`src/verilog/ptp_corr_pkg.sv`:
```
// Constants and types for the timestamp correction register block.
// Assumes a single 20 MHz clock domain and synchronous inputs.
package ptp_corr_pkg;

  // ----------------------------------------
  // MAC register offsets and fields
  // ----------------------------------------
  localparam logic [11:0] RX_CFG1_OFS = 12'h404;
  localparam logic [11:0] TX_ADJ_OFS = 12'h41C;
  localparam logic [31:0] RX_CFG1_RST = 32'h1000_0000;
  localparam logic [31:0] RX_CFG1_WMASK = 32'hFF40_FFFF;
  localparam int RX_INLINE_BIT = 22;
  localparam int PAUSE_SA_MSB = 15;
  localparam logic [31:0] TX_ADJ_RST = 32'h0000_00D8;
  localparam logic [31:0] TX_ADJ_WMASK = 32'h0001_FFFF;
  localparam int TX_CORR_EN_BIT = 16;
  localparam int TX_LAT_MSB = 15;

  // ----------------------------------------
  // PCS management registers
  // ----------------------------------------
  localparam logic [4:0] RXC_ADDR = 5'h13;
  localparam logic [4:0] RX_FIXED_ADDR = 5'h14;
  localparam logic [4:0] RX_VAR_ADDR = 5'h15;
  localparam logic [15:0] RXC_RST = 16'h000D;
  localparam logic [15:0] RXC_WMASK = 16'h000D;
  localparam int RXC_MASTER_BIT = 3;
  localparam int RXC_FIXED_BIT = 2;
  localparam int RXC_VAR_BIT = 0;
  localparam logic [15:0] RX_FIXED_RST = 16'h00C8;

  // ----------------------------------------
  // Unit interval to nanoseconds: 0.8 ns = 4/5
  // ----------------------------------------
  localparam int UI_NUM_SHIFT = 2;
  localparam logic [17:0] UI_DEN = 18'h00005;

  // ----------------------------------------
  // Carriers
  // ----------------------------------------
  typedef struct packed {
    logic valid;
    logic [63:0] ns;
  } ts_t;

  typedef struct packed {
    logic tx_en;
    logic [15:0] tx_lat_ns;
    logic rx_master;
    logic rx_fixed_en;
    logic rx_var_en;
    logic [15:0] rx_fixed_ns;
    logic [15:0] rx_var_ui;
  } corr_ctrl_t;

endpackage

```
`src/verilog/ts_corrector.sv`:
```
// Timestamp latency corrector: adds Tx latency, subtracts enabled Rx latencies.
// Assumes control words are stable while timestamps pass.
`timescale 1ns/1ns
module ts_corrector
(
  // Clock and reset
  input wire logic sys_clk,
  input wire logic rst_n,
  // Control
  input wire ptp_corr_pkg::corr_ctrl_t ctrl,
  // Timestamps in
  input wire ptp_corr_pkg::ts_t tx_in,
  input wire ptp_corr_pkg::ts_t rx_in,
  // Timestamps out
  output ptp_corr_pkg::ts_t tx_out,
  output ptp_corr_pkg::ts_t rx_out
);

  logic [17:0] var_scaled;
  logic [15:0] var_ns;
  logic [63:0] tx_add;
  logic [63:0] rx_sub;
  logic [16:0] rx_sum;
  ptp_corr_pkg::ts_t tx_reg;
  ptp_corr_pkg::ts_t rx_reg;

  // ----------------------------------------
  // Correction terms
  // ----------------------------------------
  // Division by a constant keeps the UI scale exact at the cost of some logic
  assign var_scaled = 18'(ctrl.rx_var_ui) << ptp_corr_pkg::UI_NUM_SHIFT;
  assign var_ns = 16'((var_scaled / ptp_corr_pkg::UI_DEN));
  assign tx_add = ctrl.tx_en ? {48'h0, ctrl.tx_lat_ns} : 64'h0;
  assign rx_sum = (ctrl.rx_fixed_en ? {1'b0, ctrl.rx_fixed_ns} : 17'h0)
                + (ctrl.rx_var_en ? {1'b0, var_ns} : 17'h0);
  assign rx_sub = ctrl.rx_master ? {47'h0, rx_sum} : 64'h0;

  always_ff @(posedge sys_clk or negedge rst_n)
  begin
    if (!rst_n)
    begin
      tx_reg <= '0;
      rx_reg <= '0;
    end
    else
    begin
      tx_reg <= '{valid: tx_in.valid, ns: tx_in.ns + tx_add};
      rx_reg <= '{valid: rx_in.valid, ns: rx_in.ns - rx_sub};
    end
  end

  assign tx_out = tx_reg;
  assign rx_out = rx_reg;
endmodule // ts_corrector

```
`src/verilog/ptp_timestamp_correction_regs.sv`:
```
// Timestamp correction registers: MAC config words and PCS management registers.
// Assumes synchronous single-cycle read and write strobes on both ports.
`timescale 1ns/1ns
module ptp_timestamp_correction_regs
#(
  parameter bit PTP_EN = 1'b1,
  parameter bit PCS_1000X = 1'b1
)
(
  // Clock and reset
  input wire logic sys_clk,
  input wire logic rst_n,
  // MAC configuration port
  input wire logic cfg_wr,
  input wire logic cfg_rd,
  input wire logic [11:0] cfg_addr,
  input wire logic [31:0] cfg_wdata,
  output logic [31:0] cfg_rdata,
  output logic cfg_rvalid,
  // PCS management port
  input wire logic mgmt_wr,
  input wire logic mgmt_rd,
  input wire logic [4:0] mgmt_addr,
  input wire logic [15:0] mgmt_wdata,
  output logic [15:0] mgmt_rdata,
  output logic mgmt_rvalid,
  // Receive lock and deserializer position
  input wire logic rx_sync_ok,
  input wire logic [15:0] barrel_pos,
  // Configuration outputs
  output logic [31:0] rx_cfg_word,
  output logic [15:0] pause_sa_hi,
  output logic rx_inline_ts_en,
  // Timestamps
  input wire ptp_corr_pkg::ts_t tx_ts_in,
  input wire ptp_corr_pkg::ts_t rx_ts_in,
  output ptp_corr_pkg::ts_t tx_ts_out,
  output ptp_corr_pkg::ts_t rx_ts_out
);

  logic [31:0] rx_cfg1_reg;
  logic [31:0] rx_cfg1_next;
  logic rx_inline_reg;
  logic [31:0] tx_adj_reg;
  logic [31:0] tx_adj_next;
  logic [15:0] rxc_reg;
  logic [15:0] rxc_next;
  logic [15:0] rx_fixed_reg;
  logic [15:0] rx_fixed_next;
  logic [15:0] var_ui_reg;
  logic sync_q_reg;
  logic [31:0] cfg_rdata_reg;
  logic cfg_rvalid_reg;
  logic [15:0] mgmt_rdata_reg;
  logic mgmt_rvalid_reg;
  logic [31:0] cfg_rmux;
  logic [15:0] mgmt_rmux;
  wire logic hit_rx_cfg1;
  wire logic hit_tx_adj;
  wire logic hit_rxc;
  wire logic hit_fixed;
  wire logic hit_var;
  wire logic sync_rise;
  ptp_corr_pkg::corr_ctrl_t ctrl;

  // ----------------------------------------
  // Address decode
  // ----------------------------------------
  assign hit_rx_cfg1 = cfg_addr == ptp_corr_pkg::RX_CFG1_OFS;
  // Absent register decodes as unmapped: reads zero, writes dropped
  assign hit_tx_adj = PTP_EN && (cfg_addr == ptp_corr_pkg::TX_ADJ_OFS);
  assign hit_rxc = PCS_1000X && (mgmt_addr == ptp_corr_pkg::RXC_ADDR);
  assign hit_fixed = PCS_1000X && (mgmt_addr == ptp_corr_pkg::RX_FIXED_ADDR);
  assign hit_var = PCS_1000X && (mgmt_addr == ptp_corr_pkg::RX_VAR_ADDR);

  // ----------------------------------------
  // Next values
  // ----------------------------------------
  assign rx_cfg1_next = (cfg_wdata & ptp_corr_pkg::RX_CFG1_WMASK);
  assign tx_adj_next = (cfg_wdata & ptp_corr_pkg::TX_ADJ_WMASK);
  assign rxc_next = (mgmt_wdata & ptp_corr_pkg::RXC_WMASK);
  assign rx_fixed_next = mgmt_wdata;

  // ----------------------------------------
  // MAC configuration registers
  // ----------------------------------------
  always_ff @(posedge sys_clk or negedge rst_n)
  begin
    if (!rst_n)
    begin
      rx_cfg1_reg <= ptp_corr_pkg::RX_CFG1_RST;
      rx_inline_reg <= 1'b0;
      tx_adj_reg <= ptp_corr_pkg::TX_ADJ_RST;
    end
    else
    begin
      if (cfg_wr && hit_rx_cfg1)
      begin
        rx_cfg1_reg <= rx_cfg1_next;
        // No timestamp exists without support, so the enable stays low
        rx_inline_reg <= PTP_EN && cfg_wdata[ptp_corr_pkg::RX_INLINE_BIT];
      end
      if (cfg_wr && hit_tx_adj)
      begin
        tx_adj_reg <= tx_adj_next;
      end
    end
  end

  // ----------------------------------------
  // PCS management registers
  // ----------------------------------------
  always_ff @(posedge sys_clk or negedge rst_n)
  begin
    if (!rst_n)
    begin
      rxc_reg <= ptp_corr_pkg::RXC_RST;
      rx_fixed_reg <= ptp_corr_pkg::RX_FIXED_RST;
    end
    else
    begin
      if (mgmt_wr && hit_rxc)
      begin
        rxc_reg <= rxc_next;
      end
      if (mgmt_wr && hit_fixed)
      begin
        rx_fixed_reg <= rx_fixed_next;
      end
    end
  end

  // ----------------------------------------
  // Variable latency capture
  // ----------------------------------------
  // Only the rising edge of lock samples the position, so the value
  // cannot drift mid-traffic if the barrel input wanders
  assign sync_rise = rx_sync_ok && !sync_q_reg;

  always_ff @(posedge sys_clk or negedge rst_n)
  begin
    if (!rst_n)
    begin
      sync_q_reg <= 1'b0;
      var_ui_reg <= 16'h0000;
    end
    else
    begin
      sync_q_reg <= rx_sync_ok;
      if (sync_rise)
      begin
        var_ui_reg <= barrel_pos;
      end
    end
  end

  // ----------------------------------------
  // Read paths
  // ----------------------------------------
  assign cfg_rmux = hit_rx_cfg1 ? rx_cfg1_reg : (hit_tx_adj ? tx_adj_reg : 32'h0000_0000);
  assign mgmt_rmux = hit_rxc ? rxc_reg :
                     hit_fixed ? rx_fixed_reg :
                     hit_var ? var_ui_reg : 16'h0000;

  always_ff @(posedge sys_clk or negedge rst_n)
  begin
    if (!rst_n)
    begin
      cfg_rdata_reg <= 32'h0000_0000;
      cfg_rvalid_reg <= 1'b0;
      mgmt_rdata_reg <= 16'h0000;
      mgmt_rvalid_reg <= 1'b0;
    end
    else
    begin
      cfg_rvalid_reg <= cfg_rd;
      mgmt_rvalid_reg <= mgmt_rd;
      if (cfg_rd)
      begin
        cfg_rdata_reg <= cfg_rmux;
      end
      if (mgmt_rd)
      begin
        mgmt_rdata_reg <= mgmt_rmux;
      end
    end
  end

  // ----------------------------------------
  // Correction datapath
  // ----------------------------------------
  assign ctrl = '{
    tx_en: tx_adj_reg[ptp_corr_pkg::TX_CORR_EN_BIT],
    tx_lat_ns: tx_adj_reg[ptp_corr_pkg::TX_LAT_MSB:0],
    rx_master: PCS_1000X && rxc_reg[ptp_corr_pkg::RXC_MASTER_BIT],
    rx_fixed_en: rxc_reg[ptp_corr_pkg::RXC_FIXED_BIT],
    rx_var_en: rxc_reg[ptp_corr_pkg::RXC_VAR_BIT],
    rx_fixed_ns: rx_fixed_reg,
    rx_var_ui: var_ui_reg
  };

  ts_corrector u_corr
  (
    .sys_clk(sys_clk),
    .rst_n(rst_n),
    .ctrl(ctrl),
    .tx_in(tx_ts_in),
    .rx_in(rx_ts_in),
    .tx_out(tx_ts_out),
    .rx_out(rx_ts_out)
  );

  // ----------------------------------------
  // Outputs
  // ----------------------------------------
  assign cfg_rdata = cfg_rdata_reg;
  assign cfg_rvalid = cfg_rvalid_reg;
  assign mgmt_rdata = mgmt_rdata_reg;
  assign mgmt_rvalid = mgmt_rvalid_reg;
  assign rx_cfg_word = rx_cfg1_reg;
  assign pause_sa_hi = rx_cfg1_reg[ptp_corr_pkg::PAUSE_SA_MSB:0];
  assign rx_inline_ts_en = rx_inline_reg;
endmodule // ptp_timestamp_correction_regs

```
`config.mk`:
```
export PLATFORM = sky130hd
export DESIGN_NAME = ptp_timestamp_correction_regs
export DESIGN_NICKNAME = d
export VERILOG_FILES = /design/src/verilog/ptp_corr_pkg.sv /design/src/verilog/ts_corrector.sv /design/src/verilog/ptp_timestamp_correction_regs.sv
export SDC_FILE = /design/constraint.sdc
export NUM_CORES = 1
export LEC_CHECK = 0
export BUFFER_PORTS_ARGS = -buffer_cell sky130_fd_sc_hd__buf_2
export CELL_PAD_IN_SITES_DETAIL_PLACEMENT = 1
export CELL_PAD_IN_SITES_GLOBAL_PLACEMENT = 2
export CORE_UTILIZATION = 33
export CTS_BUF_LIST = sky130_fd_sc_hd__clkbuf_4
export DETAILED_ROUTE_END_ITERATION = 8
export GPL_ROUTABILITY_DRIVEN = 0
export PLACE_DENSITY = 0.8
export SLEW_MARGIN = 20
export SYNTH_ARGS = -nofsm -noshare
export SYNTH_HDL_FRONTEND = slang
export SYNTH_HIERARCHICAL = 1
export SYNTH_SLANG_ARGS = --single-unit
export TNS_END_PERCENT = 10
```
`constraint.sdc`:
```
create_clock -name sys_clk -period 13.45 [get_ports sys_clk]
set_input_delay 1.345 -clock sys_clk [delete_from_list [all_inputs] [get_ports sys_clk]]
set_output_delay 1.345 -clock sys_clk [all_outputs]
set_load 0.005 [all_outputs]
```
-- After elaboration in Yosys (flattened, before gate mapping)
Cells that the tools add are included.
- bits in registers: 259
- output and inout bits: 229
- $add $sub $neg: 3
- div/mod/pow operators: 1
- eq/ne operators: 5
- mux-type cells: 9
- reductions and logical operators: 6
- operators with widths (kind ; number):
    16-bit two-way mux ; 6
    64-bit adder ; 1
    64-bit subtractor ; 1
    17-bit two-way mux ; 2
    32-bit two-way mux ; 1
    12-bit by 11-bit equality test with 1-bit output, second input constant ; 2
    18-bit by 3-bit divider with 18-bit output, second input constant ; 1
    17-bit adder ; 1
    5-bit equality test, second input constant ; 3
    1-bit logical AND ; 5
    1-bit logical NOT ; 1

-- Depth between registers and ports, before layout
Gate-level depths: netlist of the first run.
- word-level depth: 5
- mapped depth: 56
- depth with buffers taken out: 49

-- Cells and area by module
Netlist of the first run, hierarchy kept.
- by module, submodules not included (module ; instances ; cells each ; area an instance (µm²)):
    ts_corrector ; 1 ; 1154 ; 9848.2
    ptp_timestamp_correction_regs ; 1 ; 378 ; 5296.3

-- Worst setup path after synthesis of the first run
No wires, ideal clock.
- path kind: register to register
- start: register var_ui_reg[11]
- end: register u_corr.rx_reg (netlist bit u_corr/rx_out[40])
- setup time: 0.079 ns
- arrival: 10.235 ns
- data required time: 13.371 ns
- path slack: 3.136 ns
- cell stages (with the launch flop): 51
- path buffers: 5
- clock period less this slack: 10.314 ns
- path through: dfrtp_1 > buf_4 > or4_4 > o311a_4 > a21oi_4 > nor2_2 > a32o_1 > o31a_1 > or3_1 > buf_2 > a211oi_2 > o311ai_2 > buf_2 > buf_4 > a221o_1 > mux2i_2 > ha_1 > nand2b_1 > (+15 left out) > o21bai_1 > a21oi_1 > o21bai_1 > a21oi_1 > o21bai_1 > a21oi_1 > nor2b_1 > o21a_1 > o21ai_0 > ha_1 > and3_1 > a2111oi_0 > nand2_1 > nor3_1 > nand2b_1 > clkbuf_1 > nor4_1 > xor2_1
- word-level cells in the longest chain between the ends: 5
- RTL lines (item ; line ; text):
    start: declaration ; ptp_timestamp_correction_regs.sv:50 ; logic [15:0] var_ui_reg;
    start signal: assignment ; ptp_timestamp_correction_regs.sv:152 ; var_ui_reg <= barrel_pos;
    18-bit by 3-bit divider with 18-bit output ; ts_corrector.sv:32 ; assign var_ns = 16'((var_scaled / ptp_corr_pkg::UI_DEN));
    16-bit two-way mux ; ts_corrector.sv:35 ; + (ctrl.rx_var_en ? {1'b0, var_ns} : 17'h0);
    17-bit adder ; ts_corrector.sv:35 ;
    17-bit two-way mux ; ts_corrector.sv:36 ; assign rx_sub = ctrl.rx_master ? {47'h0, rx_sum} : 64'h0;
    64-bit subtractor ; ts_corrector.sv:48 ; rx_reg <= '{valid: rx_in.valid, ns: rx_in.ns - rx_sub};
    end signal: assignment ; ts_corrector.sv:48 ;
    end: declaration ; ts_corrector.sv:25 ; ptp_corr_pkg::ts_t rx_reg;
No other way between the ends.
A chain may end at the register's enable or synchronous reset.

-- Worst setup path after layout of the first run
- start: register var_ui_reg[12]
- end: register u_corr.rx_reg (netlist bit u_corr/rx_out[40])
The elaborated chain is that of the path after synthesis.

==> out/metrics.yaml, run 1 <==
avg_wl_per_cell_um: 19.8
power_per_cell_area_nw_per_um2: 133
finish.utilization_pct: 40.9
leading_cell_types_in_the_layout_fill_and_taps_excluded: "sky130_fd_sc_hd__buf_2 (426), sky130_fd_sc_hd__dfrtp_1 (238), sky130_fd_sc_hd__nand2_1 (114), sky130_fd_sc_hd__nor2_1 (110), sky130_fd_sc_hd__clkbuf_4 (106)"
synthDistinctLibCells: 109
grt_antenna_before_repair: 6
hold_viol_final: 0
setup_repair_after_global_routing_missed_its_margin: "no"
die_x_um: 216
clkSlewWorstSetupHoldPaths_ns: 0.07
drive_gt1_share_pct: 34.9
power.static_leakage_nw: 8.86
critical-path-max-stage-delay_ns: 0.84
buffer_ports.inserted: 427
post_cts.repair.setup_buffers: 0
critical_path_arrival_ns: 13.16
worstHoldPathType: "reg -> reg"
syn_to_final_growth_pct: 22.2
outcome: "finished, final reports clean"
avg_cell_area_syn_um2: 9.89
worstPathMaxFanout: 26
max_slew.worst_pin.slew_ns: 1.15
drc_errors: 0
min_period_ns: 12.45
final-setup-viol-count: 0
dominant_register_cell_in_the_synthesized_netlist: "sky130_fd_sc_hd__dfrtp_1"
leading_cell_type_in_the_layout_fill_and_taps_excluded: "sky130_fd_sc_hd__buf_2"
wl_mm: 51.9
worst_slew_margin_rel_pct: 23.1
mappedNetlistArea_um2: 15100
site_rows: 78
most_numerous_cell_on_the_critical_path: "sky130_fd_sc_hd__a21oi_1"
cts.root.buffer_cell: "sky130_fd_sc_hd__clkbuf_4"
multi_input_area_um2: 7970
die_footprint_um2: 46800
maxcap_viol_count: 0
area.sequential_um2: 6320
timing.critical_path.required_ns: 14.16
clock_latency_ns: 0.78
route.vias.total: 13400
synth.yosys.seq_area_share_pct: 41.7
die_h_um: 216
global_route.overflow_total: 0
num-nets-final: 2232
syn_inst: 1532
worst_ir_drop_vdd_mv: 0.0652
cts_buffer_count: 73
synthesis.yosys.warnings: 6
crit_path_top_delay_cell: "sky130_fd_sc_hd__dfrtp_1"
totalNegativeSetupSlack_ns: 0
synthDominantAreaCellType: "sky130_fd_sc_hd__dfrtp_1"
initial_core_util_pct: 33.4
fill_cells: 5403
cts_max_level: 3
fmax_mhz: 80.3
number_of_enable_flip_flop_cells_after_synthesis: 0
remaining_number_of_nets_flagged_by_the_antenna_check_after_routing: 0
number_of_global_route_vias_before_repair: 13700
critical_path_class: "reg -> reg"
grt_first_pass_wirelength_mm: 79.2
final.period_utilization_pct: 92.5
io_pins: 447
ys_ff_latch: 252
finalHoldWorstSlack_ns: 0.494
drtPass1Iterations: 5
cts_tree: "built"
maxSlewViolCount: 0
worst_setup_path_start_kind: "flip-flop"
drt-initial-drc-count: 682
synth-async-reset-ratio_pct: 100
setup.worst_path.end_class: "flip-flop"
core_area_um2: 45300
grt_start_max_net_pins: 116
routed_via_density: 5.12
grt_usage_pct: 21.8
clock_sink_count: 252
dp.final_hpwl_mm: 39.9
timing.clock.skew_ns: 0.0455
clock_tree.buffer_depth: 3
synth_top_cells_by_area: "sky130_fd_sc_hd__dfrtp_1 (40%), sky130_fd_sc_hd__mux2_2 (6.1%), sky130_fd_sc_hd__xnor2_1 (4.5%), sky130_fd_sc_hd__ha_1 (4.3%), sky130_fd_sc_hd__xor2_1 (3.1%)"
synth_top_area_share_pct: 39.8
## cells in the mapped netlist, types with 9 or more instances
master                     instances
sky130_fd_sc_hd__dfrtp_1         241
sky130_fd_sc_hd__a21o_1           12
sky130_fd_sc_hd__and2_1           39
sky130_fd_sc_hd__a21boi_0         12
sky130_fd_sc_hd__a21oi_1          65
sky130_fd_sc_hd__a221o_1          19
sky130_fd_sc_hd__buf_4            36
sky130_fd_sc_hd__and3_1           22
sky130_fd_sc_hd__a211oi_1         11
sky130_fd_sc_hd__xor2_1           53
sky130_fd_sc_hd__nand3_1          39
sky130_fd_sc_hd__dfstp_2          11
sky130_fd_sc_hd__clkbuf_1         35
sky130_fd_sc_hd__o21ai_0          70
sky130_fd_sc_hd__nand2_1         114
sky130_fd_sc_hd__or3_1            14
sky130_fd_sc_hd__xnor2_1          78
sky130_fd_sc_hd__nand2b_1         14
sky130_fd_sc_hd__nor4_1           13
sky130_fd_sc_hd__nand4_1          12
sky130_fd_sc_hd__mux2_2           82
sky130_fd_sc_hd__nor2_1          110
sky130_fd_sc_hd__a31oi_1          10
sky130_fd_sc_hd__nor3_1           38
sky130_fd_sc_hd__o211ai_1         10
sky130_fd_sc_hd__ha_1             52
sky130_fd_sc_hd__mux2_4           10
sky130_fd_sc_hd__buf_6             9
sky130_fd_sc_hd__o21bai_1         14
sky130_fd_sc_hd__inv_1            77
sky130_fd_sc_hd__a22o_1           11
sky130_fd_sc_hd__buf_2            17
sky130_fd_sc_hd__nor2b_1          26
## path summary, 6_finish.rpt
check                          startpoint                end  slack, ns  cells past startpoint
hold / removal              cfg_rdata[16]      cfg_rdata[16]       0.49                      2
setup / recovery           var_ui_reg[12]  u_corr/rx_out[40]       1.00                     48
min in group asynchronous           rst_n      cfg_rdata[25]       0.61                      1
hold reg to reg             cfg_rdata[16]      cfg_rdata[16]       0.49                      2
setup reg to reg           var_ui_reg[12]  u_corr/rx_out[40]       1.00                     48
max in group asynchronous           rst_n     var_ui_reg[11]      11.09                      2
## area by class of cell
| class | instances | area share (%) |
|---|---|---|
| multi-input combinational | 1112 | 43.1 |
| inverter | 80 | 1.62 |
| timing repair buffer | 440 | 12.1 |
| sequential | 252 | 34.2 |
| clock buffer | 106 | 4.30 |
| antenna | 3 | 0.0406 |
| tap | 600 | 4.06 |
| clock inverter | 24 | 0.629 |
## stage by stage
| step | cell area (µm²) | power (mW) | setup slack (ns) | cells |
|---|---|---|---|---|
| global placement | 17600 | 1.73 | 1.15 | 2484 |
| finish | 18500 | 2.46 | 1.00 | 2617 |
| floorplan | 15200 | 1.48 | 3.14 | 1544 |
| CTS | 18500 | 2.49 | 0.775 | 2614 |
| detailed placement | 17600 | 1.75 | 0.837 | 2484 |
| global route | 18500 | 2.62 | 0.0600 | 2617 |
## what timing repair did
item | 4_1_cts | 5_1_grt
endpoints found under the setup margin | 0 | 9
resized for setup | 0 | 4
hold buffers | 0 | 0
## per-layer routing
layer | wire length (µm) | up-vias | share of wire, % | GRT usage [%]
li1 | - | 6268 | - | -
met1 | 22200 | 6644 | 43 | 27.1
met2 | 25000 | 393 | 48 | 36.0
met3 | 2800 | 96 | 5.4 | 4.97
met4 | 1800 | 6 | 3.5 | 10.0
met5 | 32 | - | 0.062 | 0
## worst max-delay path: cells and delay by family, from the launching register on
family,cells,cell delay (ns)
AO/OA/AOI/OAI,23,4.71
flip-flops,1,0.84
adder cells (fa/ha/maj),5,1.53
AND/OR/NAND/NOR,15,4.23
multiplexers,2,0.57
buffers and inverters,1,0.19
XOR/XNOR,2,0.32
## where the power goes
| part | total, mW | internal (mW) | switching [mW] |
|---|---|---|---|
| registers | 0.891 | 0.818 | 0.0735 |
| logic | 0.855 | 0.354 | 0.502 |
| clock network | 0.716 | 0.365 | 0.351 |
| total | 2.46 | 1.54 | 0.926 |
## cell families (layout without fill, tap and decap cells)
logic type      after synthesis  after routing  synth area share, %
simple gates                494            494                 17.2
compound gates              316            316                 14.9
flops                       252            252                 41.7
buf+inv                     180            650                 6.05
xor+xnor                    132            132                 7.68
mux                         100            100                 7.65
fa+ha+maj                    57             57                 4.82
other cells                   1             16               0.0248
Power figures use the tool's default switching activity.
==> run 2: changes to the inputs <==
--- a/config.mk
+++ b/config.mk
@@ -12,6 +12,8 @@
 export CTS_BUF_LIST = sky130_fd_sc_hd__clkbuf_4
 export DETAILED_ROUTE_END_ITERATION = 8
 export GPL_ROUTABILITY_DRIVEN = 0
+export GPL_TIMING_DRIVEN = 0
+export HOLD_SLACK_MARGIN = 0.06
 export PLACE_DENSITY = 0.8
 export SLEW_MARGIN = 20
 export SYNTH_ARGS = -nofsm -noshare
==> run 2 against run 1 <==
Setup slack improved by 0.13 ns. First-iteration DRC count rose by 7.3%. Clock skew grew 0.018 ns. Cell area grew 3.8%. Largest power group is now combinational logic. Critical path depth increased by 2. Core utilization is 1.6 points higher. Count of clock-buffer cells in the layout fell by 4. Sequential share of layout area down 1.3 points. Sequential power down 3.4%.
==> out/metrics.yaml, run 2 (synthesis gave the netlist of run 1 again) <==
avg_wl_per_cell_um: 20.2  # was 19.8 µm
clkSlewWorstSetupHoldPaths_ns: 0.07  # about the same
io_pins: 447  # unchanged
die_footprint_um2: 46800  # unchanged
maxSlewViolCount: 0  # unchanged
wl_mm: 54.6  # was 51.9 mm
power_per_cell_area_nw_per_um2: 133  # about the same
core_area_um2: 45300  # unchanged
buffer_ports.inserted: 426  # was 427
die_h_um: 216  # unchanged
critical_path_class: "reg -> reg"  # unchanged
grt_first_pass_wirelength_mm: 83.6  # was 79.2 mm
most_numerous_cell_on_the_critical_path: "sky130_fd_sc_hd__a21oi_1"  # unchanged
die_x_um: 216  # unchanged
worstPathMaxFanout: 10  # was 26
drive_gt1_share_pct: 35.9  # was 34.9%
leading_cell_types_in_the_layout_fill_and_taps_excluded: "sky130_fd_sc_hd__buf_2 (442), sky130_fd_sc_hd__dfrtp_1 (241), sky130_fd_sc_hd__nand2_1 (114), sky130_fd_sc_hd__nor2_1 (109), sky130_fd_sc_hd__clkbuf_4 (102)"  # was sky130_fd_sc_hd__buf_2 (426), sky130_fd_sc_hd__dfrtp_1 (238), sky130_fd_sc_hd__nand2_1 (114), sky130_fd_sc_hd__nor2_1 (110), sky130_fd_sc_hd__clkbuf_4 (106)
cts.hold.buffers_added: 0  # unchanged
final.period_utilization_pct: 91.6  # was 92.5%
drtPass1Iterations: 5  # unchanged
crit_path_top_delay_cell: "sky130_fd_sc_hd__o21ai_0"  # was sky130_fd_sc_hd__dfrtp_1
critical-path-max-stage-delay_ns: 0.75  # was 0.84 ns
number_of_global_route_vias_before_repair: 14300  # was 13700
hold_viol_final: 0  # unchanged
route.vias.total: 13800  # was 13400
leading_cell_type_in_the_layout_fill_and_taps_excluded: "sky130_fd_sc_hd__buf_2"  # unchanged
remaining_number_of_nets_flagged_by_the_antenna_check_after_routing: 0  # unchanged
fmax_mhz: 81.2  # was 80.3 MHz
syn_to_final_growth_pct: 26.9  # was 22.2%
clock_sink_count: 252  # unchanged
timing.critical_path.required_ns: 14.11  # was 14.16 ns
final-setup-viol-count: 0  # unchanged
max_slew.worst_pin.slew_ns: 1.05  # was 1.15 ns
outcome: "finished, final reports clean"  # unchanged
cts.root.buffer_cell: "sky130_fd_sc_hd__clkbuf_4"  # unchanged
grt_antenna_before_repair: 3  # was 6
min_period_ns: 12.32  # was 12.45 ns
timing.clock.skew_ns: 0.0638  # was 0.0455 ns
power.static_leakage_nw: 9.26  # was 8.86 nW
clock_tree.buffer_depth: 3  # unchanged
cts_buffer_count: 74  # was 73
worstHoldPathType: "in -> async"  # was reg -> reg
worst_setup_path_start_kind: "flip-flop"  # unchanged
routed_via_density: 5.08  # was 5.12
finalHoldWorstSlack_ns: 0.414  # was 0.494 ns
num-nets-final: 2325  # was 2232
drc_errors: 0  # unchanged
clock_latency_ns: 0.80  # was 0.78 ns
multi_input_area_um2: 7990  # was 7970 µm²
dp.final_hpwl_mm: 43.4  # was 39.9 mm
setup.worst_path.end_class: "flip-flop"  # unchanged
drt-initial-drc-count: 732  # was 682
fill_cells: 5374  # was 5403
cts_max_level: 3  # unchanged
area.sequential_um2: 6320  # about the same
cts_tree: "built"  # unchanged
worst_slew_margin_rel_pct: 29.9  # was 23.1%
maxcap_viol_count: 0  # unchanged
critical_path_arrival_ns: 12.97  # was 13.16 ns
worst_ir_drop_vdd_mv: 0.0568  # was 0.0652 mV
report.power.total_mw: 2.56  # was 2.46 mW
global_route.overflow_total: 0  # unchanged
initial_core_util_pct: 33.4  # unchanged
grt_start_max_net_pins: 87  # was 116
site_rows: 78  # unchanged
grt_usage_pct: 23.1  # was 21.8%
-- run 2: changes by cell type in the layout (fill, tap and decap cells not counted), moves of 4 or more --
cell                        previous run  this run
sky130_fd_sc_hd__buf_2               426       442
sky130_fd_sc_hd__buf_4                13        39
sky130_fd_sc_hd__buf_6                 0         9
sky130_fd_sc_hd__bufinv_16             0         4
sky130_fd_sc_hd__clkbuf_1              0        34
sky130_fd_sc_hd__clkbuf_4            106       102
sky130_fd_sc_hd__clkinv_1             16        20
-- run 2: power breakdown --
group | internal [mW] | leakage, nW | switching (mW) | total [mW]
clock network | 0.428 | 0.573 | 0.350 | 0.778
logic | 0.373 | 5.57 | 0.552 | 0.924
registers | 0.818 | 3.11 | 0.0431 | 0.861
total | 1.62 | 9.26 | 0.945 | 2.56
-- run 2: through the flow --
step	cell area [µm²]	instances	setup WS (ns)	setup TNS (ns)	utilization [%]
finish	19200	2708	1.13	0	42.4
global route	19200	2708	-0.0128	-0.0128	42.4
CTS	19200	2702	0.0963	0	42.3
detailed placement	18200	2573	0.134	0	40.1
global placement	18100	2570	0.497	0	39.9
floorplan	15200	1544	3.14	0	-
-- run 2: timing repair --
action                     in CTS  in global routing
setup endpoints to repair       0                 25
buffers inserted                0                  3
resized for setup               0                 10
-- run 2: path summary, 6_finish.rpt --
check,from,end,slack [ns],cells after the start
max,var_ui_reg[15],u_corr/rx_out[49],1.13,50
max reg2reg,var_ui_reg[15],u_corr/rx_out[49],1.13,50
max in group asynchronous,rst_n,u_corr/tx_out[53],12.00,3
min in group sys_clk,cfg_rdata[16],cfg_rdata[16],0.50,2
min,rst_n,tx_adj_reg[16],0.41,1
min reg2reg,cfg_rdata[16],cfg_rdata[16],0.50,2
-- run 2: worst max-delay path, delay by kind of cell (launching register included) --
| kind | cells | cell delay (ns) |
|---|---|---|
| and+or+nand+nor | 15 | 3.63 |
| AOI/OAI and AO/OA | 22 | 4.50 |
| buffers and inverters | 4 | 1.45 |
| muxes | 2 | 0.47 |
| DFF | 1 | 0.49 |
| adders and majority gates | 5 | 1.25 |
| xor gates and xnor gates | 2 | 0.41 |
-- run 2: layer usage --
metal | routed length [µm] | part of all wire (%) | GRT usage [%] | up-vias
met5 | 0 | 0 | 0 | -
met4 | 1850 | 3.4 | 9.98 | 0
met3 | 2690 | 4.9 | 4.46 | 98
met2 | 26500 | 48 | 38.4 | 399
met1 | 23600 | 43 | 29.1 | 6801
li1 | - | - | - | 6462
-- run 2: cell type report --
class,instances,share of cell area (%)
diodes,3,0.0391
inverters,80,1.56
well taps,600,3.91
multi-input cells,1112,41.6
repair buffers,432,11.7
clock buffers,102,3.98
clock inverters,27,1.15
plain buffers,100,3.21
flip-flops and latches,252,32.9
